### src/rtl/bccr_defines.svh
`ifndef BCCR_DEFINES_SVH
`define BCCR_DEFINES_SVH
// ==========================================================
// Register byte offsets (bus byte addresses are the documented map)
`define BCCR_OFS_BAR_A      8'h00
`define BCCR_OFS_MASK_A     8'h04
`define BCCR_OFS_CYC_A      8'h08
`define BCCR_OFS_BAR_B      8'h0C
`define BCCR_OFS_MASK_B     8'h10
`define BCCR_OFS_CYC_B      8'h14
`define BCCR_OFS_DATA_B     8'h18
`define BCCR_OFS_DMASK_B    8'h1C
`define BCCR_OFS_ASID_A     8'h24
`define BCCR_OFS_ASID_B     8'h28
`define BCCR_OFS_FLAGS      8'h2C
// ==========================================================
// Field positions and writable masks
`define BCCR_MASK_WMASK     8'h0F
`define BCCR_CYC_WMASK      16'h007F
`define BCCR_CYC_RESET      16'h0000
`define BCCR_ASID_IGN_BIT   2
`define BCCR_FLAG_A_BIT     0
`define BCCR_FLAG_B_BIT     1
`define BCCR_FLAG_DEN_BIT   2
// ==========================================================
// Cycle select field positions
`define BCCR_CYC_INSN_BIT   4
`define BCCR_CYC_OPND_BIT   5
`define BCCR_CYC_RD_BIT     2
`define BCCR_CYC_WR_BIT     3
`define BCCR_CYC_SZ_HI_BIT  6
`define BCCR_CYC_SZ_LO      1:0
`define BCCR_CYC_RSVD       15:7
// ==========================================================
// Address mask code field positions
`define BCCR_AM_CODE_HI_BIT 3
`define BCCR_AM_CODE_LO     1:0
`endif

### src/rtl/bccr_pkg.sv
package bccr_pkg;
    // ======================================================
    // Watched bus cycle from the core
    typedef struct packed {
        logic        valid;
        logic        is_ifetch;   // 1 instruction, 0 operand
        logic        is_write;
        logic [2:0]  size;        // 1 byte 2 word 3 long 4 quad
        logic [7:0]  asid;
        logic [31:0] addr;
        logic [31:0] data;
    } bccr_cycle_t;
    // Register access from software
    typedef struct packed {
        logic        wr;
        logic        rd;
        logic [7:0]  addr;
        logic [31:0] wdata;
    } bccr_reg_req_t;
endpackage

### src/rtl/bccr_top.sv
`timescale 1ns/100ps
`include "bccr_defines.svh"
// Summary of operation
// - Per-channel 8-bit mask register, reset never touches
// - Reserved mask and cycle bits read zero
// - Mask bit 2 drops the ASID compare
// - Bits 3,1,0 choose low address bits ignored
// - Cycle select 16 bits, cleared by reset
// - Bits 5:4 pick instruction, operand, either, none
// - Bits 3:2 pick read, write, either, none
// - Bits 6,1,0 pick operand size or ignore
// - Channel B mirrors channel A address registers
// - Channel B 32-bit data register, never reset
// - Break address holds compared virtual address
// - ASID register holds compared space identifier
// - Data mask bit one removes that bit
// - Match flag sticks until software writes clear
module bccr_top (
    input  wire logic                   mclk_in,
    input  wire logic                   rst_n_in,
    input  wire bccr_pkg::bccr_reg_req_t req_in,
    input  wire bccr_pkg::bccr_cycle_t  cyc_in,
    output logic [31:0]                 rdata_out,
    output logic                        match_a_out,
    output logic                        match_b_out
);
    // ======================================================
    // Configuration storage, index 0 = channel A, 1 = channel B
    logic [31:0] bar_q   [2];   // Break address
    logic [7:0]  asid_q  [2];   // Space identifier
    logic [7:0]  amask_q [2];   // Address and ASID mask
    logic [15:0] cyc_q   [2];   // Cycle select
    logic [31:0] bdata_q;       // Channel B match data
    logic [31:0] bdmask_q;      // Channel B data mask
    logic        den_q;         // Data compare enable for B
    logic        flag_a_q;      // Channel A sticky match
    logic        flag_b_q;      // Channel B sticky match
    logic [31:0] rdata_q;

    // ======================================================
    // Address decode
    wire w = req_in.wr;
    wire wr_bar_a  = w && req_in.addr == `BCCR_OFS_BAR_A;
    wire wr_bar_b  = w && req_in.addr == `BCCR_OFS_BAR_B;
    wire wr_asid_a = w && req_in.addr == `BCCR_OFS_ASID_A;
    wire wr_asid_b = w && req_in.addr == `BCCR_OFS_ASID_B;
    wire wr_msk_a  = w && req_in.addr == `BCCR_OFS_MASK_A;
    wire wr_msk_b  = w && req_in.addr == `BCCR_OFS_MASK_B;
    wire wr_cyc_a  = w && req_in.addr == `BCCR_OFS_CYC_A;
    wire wr_cyc_b  = w && req_in.addr == `BCCR_OFS_CYC_B;
    wire wr_dat_b  = w && req_in.addr == `BCCR_OFS_DATA_B;
    wire wr_dmk_b  = w && req_in.addr == `BCCR_OFS_DMASK_B;
    wire wr_flags  = w && req_in.addr == `BCCR_OFS_FLAGS;

    // ======================================================
    // Low-address mask width per code; reserved codes compare all
    function automatic logic [31:0] addr_keep(input logic [7:0] m);
        logic [2:0] code;
        code = {m[`BCCR_AM_CODE_HI_BIT], m[`BCCR_AM_CODE_LO]};
        unique case (code)
            3'h0:    addr_keep = 32'hFFFF_FFFF;
            3'h1:    addr_keep = 32'hFFFF_FC00;
            3'h2:    addr_keep = 32'hFFFF_F000;
            3'h3:    addr_keep = 32'h0000_0000;
            3'h4:    addr_keep = 32'hFFFF_0000;
            3'h5:    addr_keep = 32'hFFF0_0000;
            default: addr_keep = 32'hFFFF_FFFF;
        endcase
    endfunction

    // Operand size code gathered from its split field
    function automatic logic [2:0] size_code(input logic [15:0] cs);
        size_code = {cs[`BCCR_CYC_SZ_HI_BIT], cs[`BCCR_CYC_SZ_LO]};
    endfunction

    // Full per-channel condition check
    // Unwritten address or ASID registers give X here until software sets them
    function automatic logic chan_hit(input logic [31:0] bar, input logic [7:0] asid,
                                      input logic [7:0] am, input logic [15:0] cs,
                                      input bccr_pkg::bccr_cycle_t c);
        logic a_ok, s_ok, t_ok, d_ok, z_ok;
        logic [2:0] sz;
        a_ok = ((c.addr ^ bar) & addr_keep(am)) == 32'h0000_0000;
        s_ok = am[`BCCR_ASID_IGN_BIT] || (c.asid == asid);
        t_ok = c.is_ifetch ? cs[`BCCR_CYC_INSN_BIT] : cs[`BCCR_CYC_OPND_BIT];
        d_ok = c.is_write ? cs[`BCCR_CYC_WR_BIT] : cs[`BCCR_CYC_RD_BIT];
        sz   = size_code(cs);
        z_ok = (sz == 3'h0) || (sz == c.size);
        chan_hit = c.valid && a_ok && s_ok && t_ok && d_ok && z_ok;
    endfunction

    // ======================================================
    // Match evaluation
    wire data_ok = ((cyc_in.data ^ bdata_q) & ~bdmask_q) == 32'h0000_0000;
    wire hit_a = chan_hit(bar_q[0], asid_q[0], amask_q[0], cyc_q[0], cyc_in);
    wire hit_b = chan_hit(bar_q[1], asid_q[1], amask_q[1], cyc_q[1], cyc_in)
                 && (!den_q || data_ok);

    // ======================================================
    // Unreset configuration registers
    always_ff @(posedge mclk_in) begin
        if (wr_bar_a)  bar_q[0]   <= req_in.wdata;
        if (wr_bar_b)  bar_q[1]   <= req_in.wdata;
        if (wr_asid_a) asid_q[0]  <= req_in.wdata[7:0];
        if (wr_asid_b) asid_q[1]  <= req_in.wdata[7:0];
        if (wr_msk_a)  amask_q[0] <= req_in.wdata[7:0] & `BCCR_MASK_WMASK;
        if (wr_msk_b)  amask_q[1] <= req_in.wdata[7:0] & `BCCR_MASK_WMASK;
        if (wr_dat_b)  bdata_q    <= req_in.wdata;
        if (wr_dmk_b)  bdmask_q   <= req_in.wdata;
        if (wr_flags)  den_q      <= req_in.wdata[`BCCR_FLAG_DEN_BIT];
    end

    // Cycle selects and sticky flags; a hit beats a clear
    always_ff @(posedge mclk_in) begin
        if (!rst_n_in) begin
            cyc_q[0] <= `BCCR_CYC_RESET;
            cyc_q[1] <= `BCCR_CYC_RESET;
            flag_a_q <= 1'b0;
            flag_b_q <= 1'b0;
        end else begin
            if (wr_cyc_a) cyc_q[0] <= req_in.wdata[15:0] & `BCCR_CYC_WMASK;
            if (wr_cyc_b) cyc_q[1] <= req_in.wdata[15:0] & `BCCR_CYC_WMASK;
            flag_a_q <= hit_a || (flag_a_q && !(wr_flags && !req_in.wdata[`BCCR_FLAG_A_BIT]));
            flag_b_q <= hit_b || (flag_b_q && !(wr_flags && !req_in.wdata[`BCCR_FLAG_B_BIT]));
        end
    end

    // ======================================================
    // Read path, registered; unmapped reads return zero
    logic [31:0] rmux;
    always_comb begin
        unique case (req_in.addr)
            `BCCR_OFS_BAR_A:   rmux = bar_q[0];
            `BCCR_OFS_BAR_B:   rmux = bar_q[1];
            `BCCR_OFS_ASID_A:  rmux = {24'h00_0000, asid_q[0]};
            `BCCR_OFS_ASID_B:  rmux = {24'h00_0000, asid_q[1]};
            `BCCR_OFS_MASK_A:  rmux = {24'h00_0000, amask_q[0]};
            `BCCR_OFS_MASK_B:  rmux = {24'h00_0000, amask_q[1]};
            `BCCR_OFS_CYC_A:   rmux = {16'h0000, cyc_q[0]};
            `BCCR_OFS_CYC_B:   rmux = {16'h0000, cyc_q[1]};
            `BCCR_OFS_DATA_B:  rmux = bdata_q;
            `BCCR_OFS_DMASK_B: rmux = bdmask_q;
            `BCCR_OFS_FLAGS:   rmux = {29'h0000_0000, den_q, flag_b_q, flag_a_q};
            default:           rmux = 32'h0000_0000;
        endcase
    end

    // Read data is captured on the taking edge and stands until the next read
    always_ff @(posedge mclk_in) begin
        if (!rst_n_in) rdata_q <= 32'h0000_0000;
        else if (req_in.rd) rdata_q <= rmux;
    end

    assign rdata_out   = rdata_q;
    assign match_a_out = flag_a_q;
    assign match_b_out = flag_b_q;

    // ======================================================
    // Checks
    // Assertions are off while reset is low, covers are not; unwritten registers hold X through reset until software writes them
    property p_flag_a_set;
        @(posedge mclk_in) disable iff (!rst_n_in) hit_a |=> flag_a_q;
    endproperty
    a_flag_a_set: assert property (p_flag_a_set) else $error("flag A not set");
    property p_flag_b_hold;
        @(posedge mclk_in) disable iff (!rst_n_in) flag_b_q && !wr_flags |=> flag_b_q;
    endproperty
    a_flag_b_hold: assert property (p_flag_b_hold) else $error("flag B dropped");
    property p_cyc_reserved;
        @(posedge mclk_in) disable iff (!rst_n_in) cyc_q[0][15:7] == 9'h000;
    endproperty
    a_cyc_reserved: assert property (p_cyc_reserved) else $error("reserved bits set");
    property p_type_off;
        @(posedge mclk_in) disable iff (!rst_n_in) cyc_q[0][5:4] == 2'h0 |-> !hit_a;
    endproperty
    a_type_off: assert property (p_type_off) else $error("hit with type off");
    property p_dir_off;
        @(posedge mclk_in) disable iff (!rst_n_in) cyc_q[1][3:2] == 2'h0 |-> !hit_b;
    endproperty
    a_dir_off: assert property (p_dir_off) else $error("hit with dir off");
    property p_invalid;
        @(posedge mclk_in) disable iff (!rst_n_in) !cyc_in.valid |-> !hit_a && !hit_b;
    endproperty
    a_invalid: assert property (p_invalid) else $error("hit without cycle");
    property p_data;
        @(posedge mclk_in) disable iff (!rst_n_in) den_q && !data_ok |-> !hit_b;
    endproperty
    a_data: assert property (p_data) else $error("data mismatch hit");
    property p_asid;
        @(posedge mclk_in) disable iff (!rst_n_in)
            !amask_q[0][`BCCR_ASID_IGN_BIT] && cyc_in.asid != asid_q[0] |-> !hit_a;
    endproperty
    a_asid: assert property (p_asid) else $error("asid mismatch hit");
    // A hit on channel B must leave its flag up, just as on channel A
    property p_flag_b_set;
        @(posedge mclk_in) disable iff (!rst_n_in) hit_b |=> flag_b_q;
    endproperty
    a_flag_b_set: assert property (p_flag_b_set) else $error("flag B not set");
    // A zero written to flag A clears it when no hit competes
    property p_flag_a_clear;
        @(posedge mclk_in) disable iff (!rst_n_in)
            wr_flags && !req_in.wdata[`BCCR_FLAG_A_BIT] && !hit_a |=> !flag_a_q;
    endproperty
    a_flag_a_clear: assert property (p_flag_a_clear) else $error("flag A not cleared");
    // Channel B reserved cycle bits must never hold a one
    property p_cyc_b_reserved;
        @(posedge mclk_in) disable iff (!rst_n_in) cyc_q[1][`BCCR_CYC_RSVD] == 9'h000;
    endproperty
    a_cyc_b_reserved: assert property (p_cyc_b_reserved) else $error("reserved bits set on B");
    // A selected size that differs from the cycle's size blocks the hit
    property p_size_sel;
        @(posedge mclk_in) disable iff (!rst_n_in)
            size_code(cyc_q[0]) != 3'h0 && size_code(cyc_q[0]) != cyc_in.size |-> !hit_a;
    endproperty
    a_size_sel: assert property (p_size_sel) else $error("hit with wrong size");
    c_hit_a: cover property (@(posedge mclk_in) hit_a);
    c_hit_b: cover property (@(posedge mclk_in) hit_b && den_q);
    c_clear: cover property (@(posedge mclk_in) flag_a_q ##1 !flag_a_q);
    c_clear_b: cover property (@(posedge mclk_in) flag_b_q ##1 !flag_b_q);
    c_hit_vs_clear: cover property (@(posedge mclk_in) hit_a && wr_flags);
endmodule

### config.mk
export PLATFORM = sky130hd
export DESIGN_NAME = bccr_top
export DESIGN_NICKNAME = d
export VERILOG_FILES = /design/src/rtl/bccr_pkg.sv /design/src/rtl/bccr_top.sv
export VERILOG_INCLUDE_DIRS = /design/src /design/src/rtl
export SDC_FILE = /design/constraint.sdc
export NUM_CORES = 1
export LEC_CHECK = 0
export BUFFER_PORTS_ARGS = -buffer_cell sky130_fd_sc_hd__clkbuf_2
export CAP_MARGIN = 20
export CORE_MARGIN = 5
export CORE_UTILIZATION = 61
export CTS_CLUSTER_SIZE = 20
export DETAILED_ROUTE_END_ITERATION = 8
export HOLD_SLACK_MARGIN = 0.02
export PLACE_DENSITY = 0.85
export SLEW_MARGIN = 5
export SYNTH_ARGS = -nofsm -noshare
export SYNTH_HDL_FRONTEND = slang
export SYNTH_SLANG_ARGS = --single-unit
export TNS_END_PERCENT = 20
### constraint.sdc
create_clock -name mclk_in -period 4.9 [get_ports mclk_in]
set_clock_uncertainty 0.1 [all_clocks]
set_input_delay 0.49 -clock mclk_in [delete_from_list [all_inputs] [get_ports mclk_in]]
set_output_delay 0.49 -clock mclk_in [all_outputs]
set_load 0.01 [all_outputs]
==> metrics, run 1 <==
CTS Buf Count 21; Synth cell types 55; dominant cell type by area after synthesis edfxtp_1; CTS tree built; H-tree depth 1; Reg area 5700 um2; Ports 156; area share of the largest cell type after synthesis a little over half; Max Cap Violations 0; most common cell after layout, fill and taps aside edfxtp_1; Clock transition at path regs roughly 60 ps; Fin Setup TNS 0 ps; RSZ-0062 raised after global routing false; Post-synth EDFFs approximately 170; Synth Flop Type edfxtp_1; element type at the critical path start primary input; type of the worst setup path primary input to flip-flop; antenna-violating nets left 0; Via Count 7274; leakage 3.83 nW; hold wc startpoint req_in[21]; Worst R2R End match_b_out; CP max FO 22; WHS Path Cells 1; Avg Cell Area, Syn between 10 and 15 um2; Initial DRC Count 982; Layout area overhead 16.5%; fin crit share 61.1%; Sink Count 201; Initial Utilization 62.5%; hold_buf cts 0; register area share after synthesis 59.8%; Antenna Cells 0; gr ovfl total 0; Worst Path Required 4960 ps; DP Wirelength 20100 um; largest net degree at the start of global routing 39; async set or reset register ratio after synthesis 0%; first-pass GRT wire length 40900 um; run status completed; DR WL/cell 24.5 um; PortBufs ~160; reg2reg start bdata_q[21]; Reg2Reg Depth 6; Total Power roughly 3.6 mW; Hold EP bdata_q[21]; Period minus WS final 2990 ps; worst min path class primary input to flip-flop; Hold Fails Final Rpt 0; PwrDens 323 nW/um2; Critical Path End Type flip-flop; Die Wd roughly 140 um; Max Slew Vio Count 0; Die H roughly 140 um; Row Count 45; top area cells in the synthesized netlist edfxtp_1, xnor2_1, dfxtp_1; root buf cell clkbuf_16; layout cells sized above 1 22.2%; Post-CTS Resized 0; Mapped Area 9530 um2; vias in the first global route 7016; Syn Nets 873; final net count 1025; Post-CTS Setup Bufs 0; post-synthesis cell count 751; Arr. time, crit path 3050 ps; area occupied by multi-input gates around 3600 um2; r2r setup slk roughly 2600 ps; initial antenna violation count 0; Avg Vias per Cell 6.44; worst-margin pin slew roughly 1100 ps; drt first pass iters 5; Fmax achieved 0.334 GHz; clk buf depth 3; core area between 15000 and 20000 um2; Seq cells post-synth 201; Setup-failing EPs final 0; final core utilization 72.8%; most frequent cells in the layout edfxtp_1, clkbuf_2, xnor2_1, o22ai_1, xor2_1; die area 18200 um2; GRT Util Overall between 20% and 30%; WL final 27700 um; clock latency on the worst-skew pair 500 ps; Worst slew margin ~27%; routability cong. 1.02; yosys warns 0; Fillers between 1k and 1.5k; Remaining DRCs 0; maximum VDD drop 0.000318 V
[synth_stat cells, types with 11 or more instances]
| library cell | instances |
|---|---|
| clkbuf_1 | 18 |
| edfxtp_1 | 167 |
| a22oi_1 | 17 |
| o22ai_1 | 45 |
| xor2_1 | 37 |
| and2_1 | 27 |
| a21oi_1 | 27 |
| buf_2 | 13 |
| nor2_1 | 30 |
| nor2b_1 | 27 |
| nand3_1 | 12 |
| nor4_1 | 15 |
| nand4_1 | 12 |
| xnor2_1 | 79 |
| mux2i_1 | 28 |
| a221oi_1 | 15 |
| dfxtp_1 | 34 |
| inv_1 | 17 |
| o21ai_1 | 11 |
| nand2_1 | 26 |
[worst max-delay path by stage]
stage / start / end / slack [ps]
3_3_place_gp: req_in[39] / bar_q[0][24] / 1610
3_5_place_dp: req_in[39] / bar_q[0][21] / 1470
6_report: req_in[39] / bar_q[0][1] / 1910
5_1_grt: req_in[39] / bar_q[0][1] / 1850
2_1_floorplan: req_in[36] / bar_q[0][32] / 1750
4_1_cts: req_in[39] / bar_q[0][10] / 1990
[routing by layer]
layer  wire length (um)  GRT usage (%)  vias up
met2              12700           47.1      540
met5                  0              0        -
met1              10800           41.6     3494
li1                   -              -     3150
met3               3150           5.29       90
met4               1030           10.6        0
[where the power goes]
part | internal, mW | switching [mW] | leakage [nW]
Sequential | 1.86 | 0.0101 | 1.78
Combinational | 0.102 | 0.154 | 1.74
Clock | 0.824 | 0.636 | 0.306
Total | 2.78 | 0.800 | 3.83
[stage by stage]
step           instance area, um2  hold slack (ps)  cells  worst slack, ps
2_1_floorplan                9530              393    751             1750
3_3_place_gp                10500              360   1090             1610
3_5_place_dp                10500              368   1090             1470
4_1_cts                     11100              106   1128             1990
5_1_grt                     11100              107   1129             1850
6_report                    11100              113   1129             1910
[layout make-up]
| class | count | share of cell area, % |
|---|---|---|
| multi-input combinational | 497 | 32.6 |
| timing repair buffer | 163 | 7.50 |
| clock buffer | 31 | 5.25 |
| clock inverter | 7 | 0.327 |
| inverter | 19 | 0.642 |
| sequential | 201 | 51.3 |
| tap | 211 | 2.38 |
[cell families after synthesis]
| group | share of synthesized area (%) |
|---|---|
| AOI/OAI and AO/OA | 11.5 |
| xor gates and xnor gates | 10.7 |
| buffers and inverters | 2.34 |
| DFF | 59.8 |
| muxes | 4.59 |
| and+or+nand+nor | 11.2 |
[worst max-delay path: stages]
cell and delay [ps]:
clkbuf_2 130, nor3_1 450, nand2b_1 510, nor2_1 220, buf_4 300, and2_1 500, buf_4 430
[state kept, by name, indices dropped and copies added (netlist names)]
| signal | cells |
|---|---|
| rdata_out | 32 |
| bar_q | 64 |
| cyc_q | 14 |
| amask_q | 8 |
| den_q | 1 |
| match_b_out | 1 |
| asid_q | 16 |
| match_a_out | 1 |
| bdmask_q | 32 |
| bdata_q | 32 |
Note: power is estimated with default switching activity, not from simulation.
==> inputs of run 2 (changes only) <==
CORE_UTILIZATION = 51   (was 61)
PLACE_DENSITY = 0.76   (was 0.85)
clock period = 2.7 ns   (was 4.9 ns; I/O delays follow)
==> metrics, run 2 (synthesis results as in run 1) <==
routability cong. about 1.1; Worst slew margin between 40% and 50%; reg2reg start bar_q[0][27]; fin cells 1206; worst-margin pin slew 789 ps; CTS Buf Count 21; H-tree depth 1; maximum VDD drop 0.000603 V; CTS tree built; Period minus WS final approximately 2200 ps; antenna-violating nets left 0; cell count after placement between 1k and 1.5k; Die Wd 147 um; vias in the first global route 7297; final core utilization 63.0%; worst min path class primary input to flip-flop; Avg Vias per Cell 6.13; Max Cap Violations 0; Antenna Cells 0; type of the worst setup path flip-flop to flip-flop; beginning of the critical path bar_q[0][27]; fin crit share just over 80%; gr ovfl total 0; DR WL/cell 25.1 um; Die H 147 um; most common cell after layout, fill and taps aside edfxtp_1; Hold Fails Final Rpt 0; most frequent cells in the layout edfxtp_1, clkbuf_2, xnor2_1, o22ai_1, xor2_1; Reg2Reg Depth 6; Setup-failing EPs final 0; largest net degree at the start of global routing 38; hold wc startpoint req_in[2]; die area 21500 um2; Arr. time, crit path ~2500 ps; layout cells sized above 1 23.8%; Remaining DRCs 0; run status completed; final net count between 1k and 1.5k; WL final 30200 um; CP max FO 3; r2r setup slk 510 ps; WHS Path Cells 1; core area 18600 um2; clock latency on the worst-skew pair approximately 500 ps; PnR worst setup slack 514 ps; PortBufs 155; Worst R2R End match_a_out; root buf cell clkbuf_16; RSZ-0062 raised after global routing false; Initial DRC Count 705; drt first pass iters 5; largest reg by FF count bar_q; element type at the critical path start flip-flop; Fmax achieved 0.457 GHz; Worst Path Required just over 3000 ps; PwrDens roughly 570 nW/um2; max reg flops 64; Hold EP amask_q[0][2]; DP Wirelength 21900 um; initial antenna violation count 1; Via Count 7397; Fin Setup TNS 0 ps; Ports 156; clk buf depth 3; Initial Utilization 51.3%; Layout area overhead 22.9%; setup slack at placement between 300 and 400 ps; leakage 4.11 nW; Max Slew Vio Count 0; first-pass GRT wire length 44400 um; GRT Util Overall a little over a quarter; Row Count 50; hold slack final 82.6 ps; Critical Path End Type flip-flop; Sink Count roughly 200; Clock transition at path regs about 60 ps
-- run 2: cell types whose count changed in the layout (fill, tap and decap cells not counted), sizes merged --
| cell | delta |
|---|---|
| bufinv | +1 |
| dlygate4sd3 | +28 |
| clkinvlp | +1 |
| clkinv | -2 |
| buf | +26 |
-- run 2: repair_timing --
action                    CTS  global route
gates resized for setup     0             0
hold buffers               28             0
hold endpoints to repair  120             0
setup buffers               0             0
-- run 2: worst max-delay path: stages (launching register included) --
cell,delay [ps]
edfxtp_1,420
xnor2_1,330
nand4_1,130
nor3_1,680
a21oi_1,150
a2bb2oi_1,160
o21ai_1,150
-- run 2: report_power, final --
part | internal, mW | switching [mW] | total [mW]
Combinational | 0.227 | 0.303 | 0.531
Clock | 1.62 | 1.17 | 2.79
Sequential | 3.37 | 0.0196 | 3.39
-- run 2: layout make-up --
cell class	instances	area (um2)
multi-input combinational	497	3620
inverter	19	71.3
clock buffer	31	593
fill	1411	6870
clock inverter	7	67.6
tap	234	293
sequential	201	5700
timing repair buffer	217	1370
-- run 2: routing by layer --
layer,vias to the layer above,global-route usage (%),share of wire (%)
met5,-,0,0.040
met4,2,8.98,3.0
met3,67,6.82,12
met2,481,44.6,47
met1,3583,36.0,38
li1,3264,-,-
-- run 2: per-stage QoR --
| step | instance area (um2) | total power, mW |
|---|---|---|
| floorplan | 9530 | 3.67 |
| global placement | 10800 | 3.94 |
| detailed placement | 10800 | 3.94 |
| CTS | 11700 | 6.72 |
| global route | 11700 | 6.89 |
| finish | 11700 | 6.71 |
-- run 2: worst max path at each step --
stage	end	slack, ps	cells past startpoint
detailed placement	asid_q[0][8]	320	6
global placement	asid_q[0][9]	320	6
global route	match_b_out	440	6
floorplan	bar_q[0][0]	250	6
CTS	match_a_out	580	6
finish	match_a_out	510	6
==> inputs of run 3 (changes only) <==
clock period = 2 ns   (was 2.7 ns; I/O delays follow)
==> metrics, run 3 (synthesis results as in run 1) <==
Clock transition at path regs 60 ps; element type at the critical path start flip-flop; CTS Buf Count 21; failing checks negative setup slack; PwrDens 752 nW/um2; DR WL/cell 24.5 um; top cell family by delay on the critical path simple AND/OR/NAND/NOR gates; Die H 147 um; root buf cell clkbuf_16; cell count after placement 1176; Setup-failing EPs final 1; RSZ-0062 raised after global routing true; most frequent cells in the layout edfxtp_1, clkbuf_2, xnor2_1, buf_4, o22ai_1; largest reg by FF count bar_q; max reg flops 64; H-tree depth 1; Avg Vias per Cell 6.05; routability cong. 0.974; first-pass GRT wire length 45500 um; Max Cap Violations 0; core area 18600 um2; Critical Path End Type flip-flop; final net count 1124; run status complete, but fails checks; worst min path class primary input to flip-flop; leakage 4.40 nW; max incr delay on CP between 500 and 600 ps; PortBufs 155; Hold Fails Final Rpt 0; PnR worst setup slack -31.3 ps; worst-margin pin slew roughly 700 ps; drt first pass iters 5; Sink Count 201; most common cell after layout, fill and taps aside edfxtp_1; GRT Util Overall 27.8%; CP max FO 2; Via Count 7565; gr ovfl total 0; maximum VDD drop 0.000682 V; Critical path buffers and inverters 0; WL final 30600 um; die area around 22000 um2; Fmax achieved around 0.49 GHz; clock latency on the worst-skew pair 510 ps; Worst slew margin 53.3%; vias in the first global route 7595; Arr. time, crit path 2370 ps; initial antenna violation count 0; Fillers 1363; largest net degree at the start of global routing 38; Layout area overhead 28.2%; CP max stage cell or4_4; Row Count 50; Fin Setup TNS -31.3 ps; antenna-violating nets left 0; Period minus WS final 2030 ps; Die Wd 147 um; Initial Utilization 51.3%; Reg area 5700 um2; Remaining DRCs 0; DP Wirelength 22500 um; CTS tree built; area occupied by multi-input gates 3750 um2; fin crit share 102%; Max Slew Vio Count 0; layout cells sized above 1 29.2%; clk buf depth 3; Worst Path Required 2340 ps; fin cells 1251; type of the worst setup path flip-flop to flip-flop; Initial DRC Count slightly below 900; Ports 156; Antenna Cells 0; Cell Chain, Critical Path xnor2_2, a21oi_2, or4_4, nor4_2, o211ai_1, o21ai_1
-- run 3: changes by cell type in the layout (fill, tap and decap cells not counted), moves of 3 or more --
cell,before,now
o22ai_1,45,41
xnor2_2,0,9
xnor2_1,79,70
buf_4,29,70
clkbuf_8,3,0
o22ai_2,0,4
nor4_1,15,12
nor4_2,0,3
-- run 3: path summary, 6_finish.rpt --
path / startpoint / end / slack, ps / cells past startpoint
setup / recovery: bar_q[0][42] / match_b_out / -30 / 6
hold / removal: cyc_in[72] / match_a_out / 40 / 5
setup reg to reg: bar_q[0][42] / match_b_out / -30 / 6
hold reg to reg: rdata_out[1] / rdata_out[1] / 380 / 2
-- run 3: stage by stage --
step,hold slack (ps),area (um2),power [mW],setup WS [ps],util [%]
detailed placement,321,11100,5.34,-131,59.6
finish,40.6,12200,9.19,-31.3,65.8
global placement,321,11100,5.33,-126,59.6
global route,37.3,12200,9.47,-112,65.8
floorplan,199,9540,4.96,-161,-
CTS,23.8,12100,9.20,5.79,65.3
-- run 3: what timing repair did --
item                                   4_1_cts  5_1_grt
setup endpoints to repair                    1        1
buffers inserted                             4        3
endpoints found under the hold margin      136        0
hold buffers                                30        0
pin swaps                                   10        9
gates resized for setup                     10        9
-- run 3: area by class of cell --
class | count | share of cell area (%)
tap | 234 | 2.40
inverter | 19 | 0.584
clock inverter | 12 | 1.02
timing repair buffer | 262 | 14.3
clock buffer | 26 | 4.45
multi-input combinational | 497 | 30.7
sequential | 201 | 46.6
-- run 3: layer usage --
metal	global-route usage [%]	part of all wire, %	routed length (um)	up-vias
met2	44.5	47	14400	498
met4	9.64	3.9	1200	0
met1	38.8	39	11900	3628
met3	4.47	10	3140	84
li1	-	-	-	3355
met5	0	0	0	-
-- run 3: power breakdown --
part	total, mW	leakage, nW	switching (mW)	internal (mW)
logic	0.761	2.30	0.420	0.341
clock network	3.85	0.325	1.64	2.21
registers	4.57	1.78	0.0260	4.55
total	9.19	4.40	2.09	7.10
-- run 3: tightest hold or removal path, cell delays in order --
cell and delay, ps:
clkbuf_2 100, inv_1 70, o22ai_1 70, o211ai_1 90
o21ai_1 60
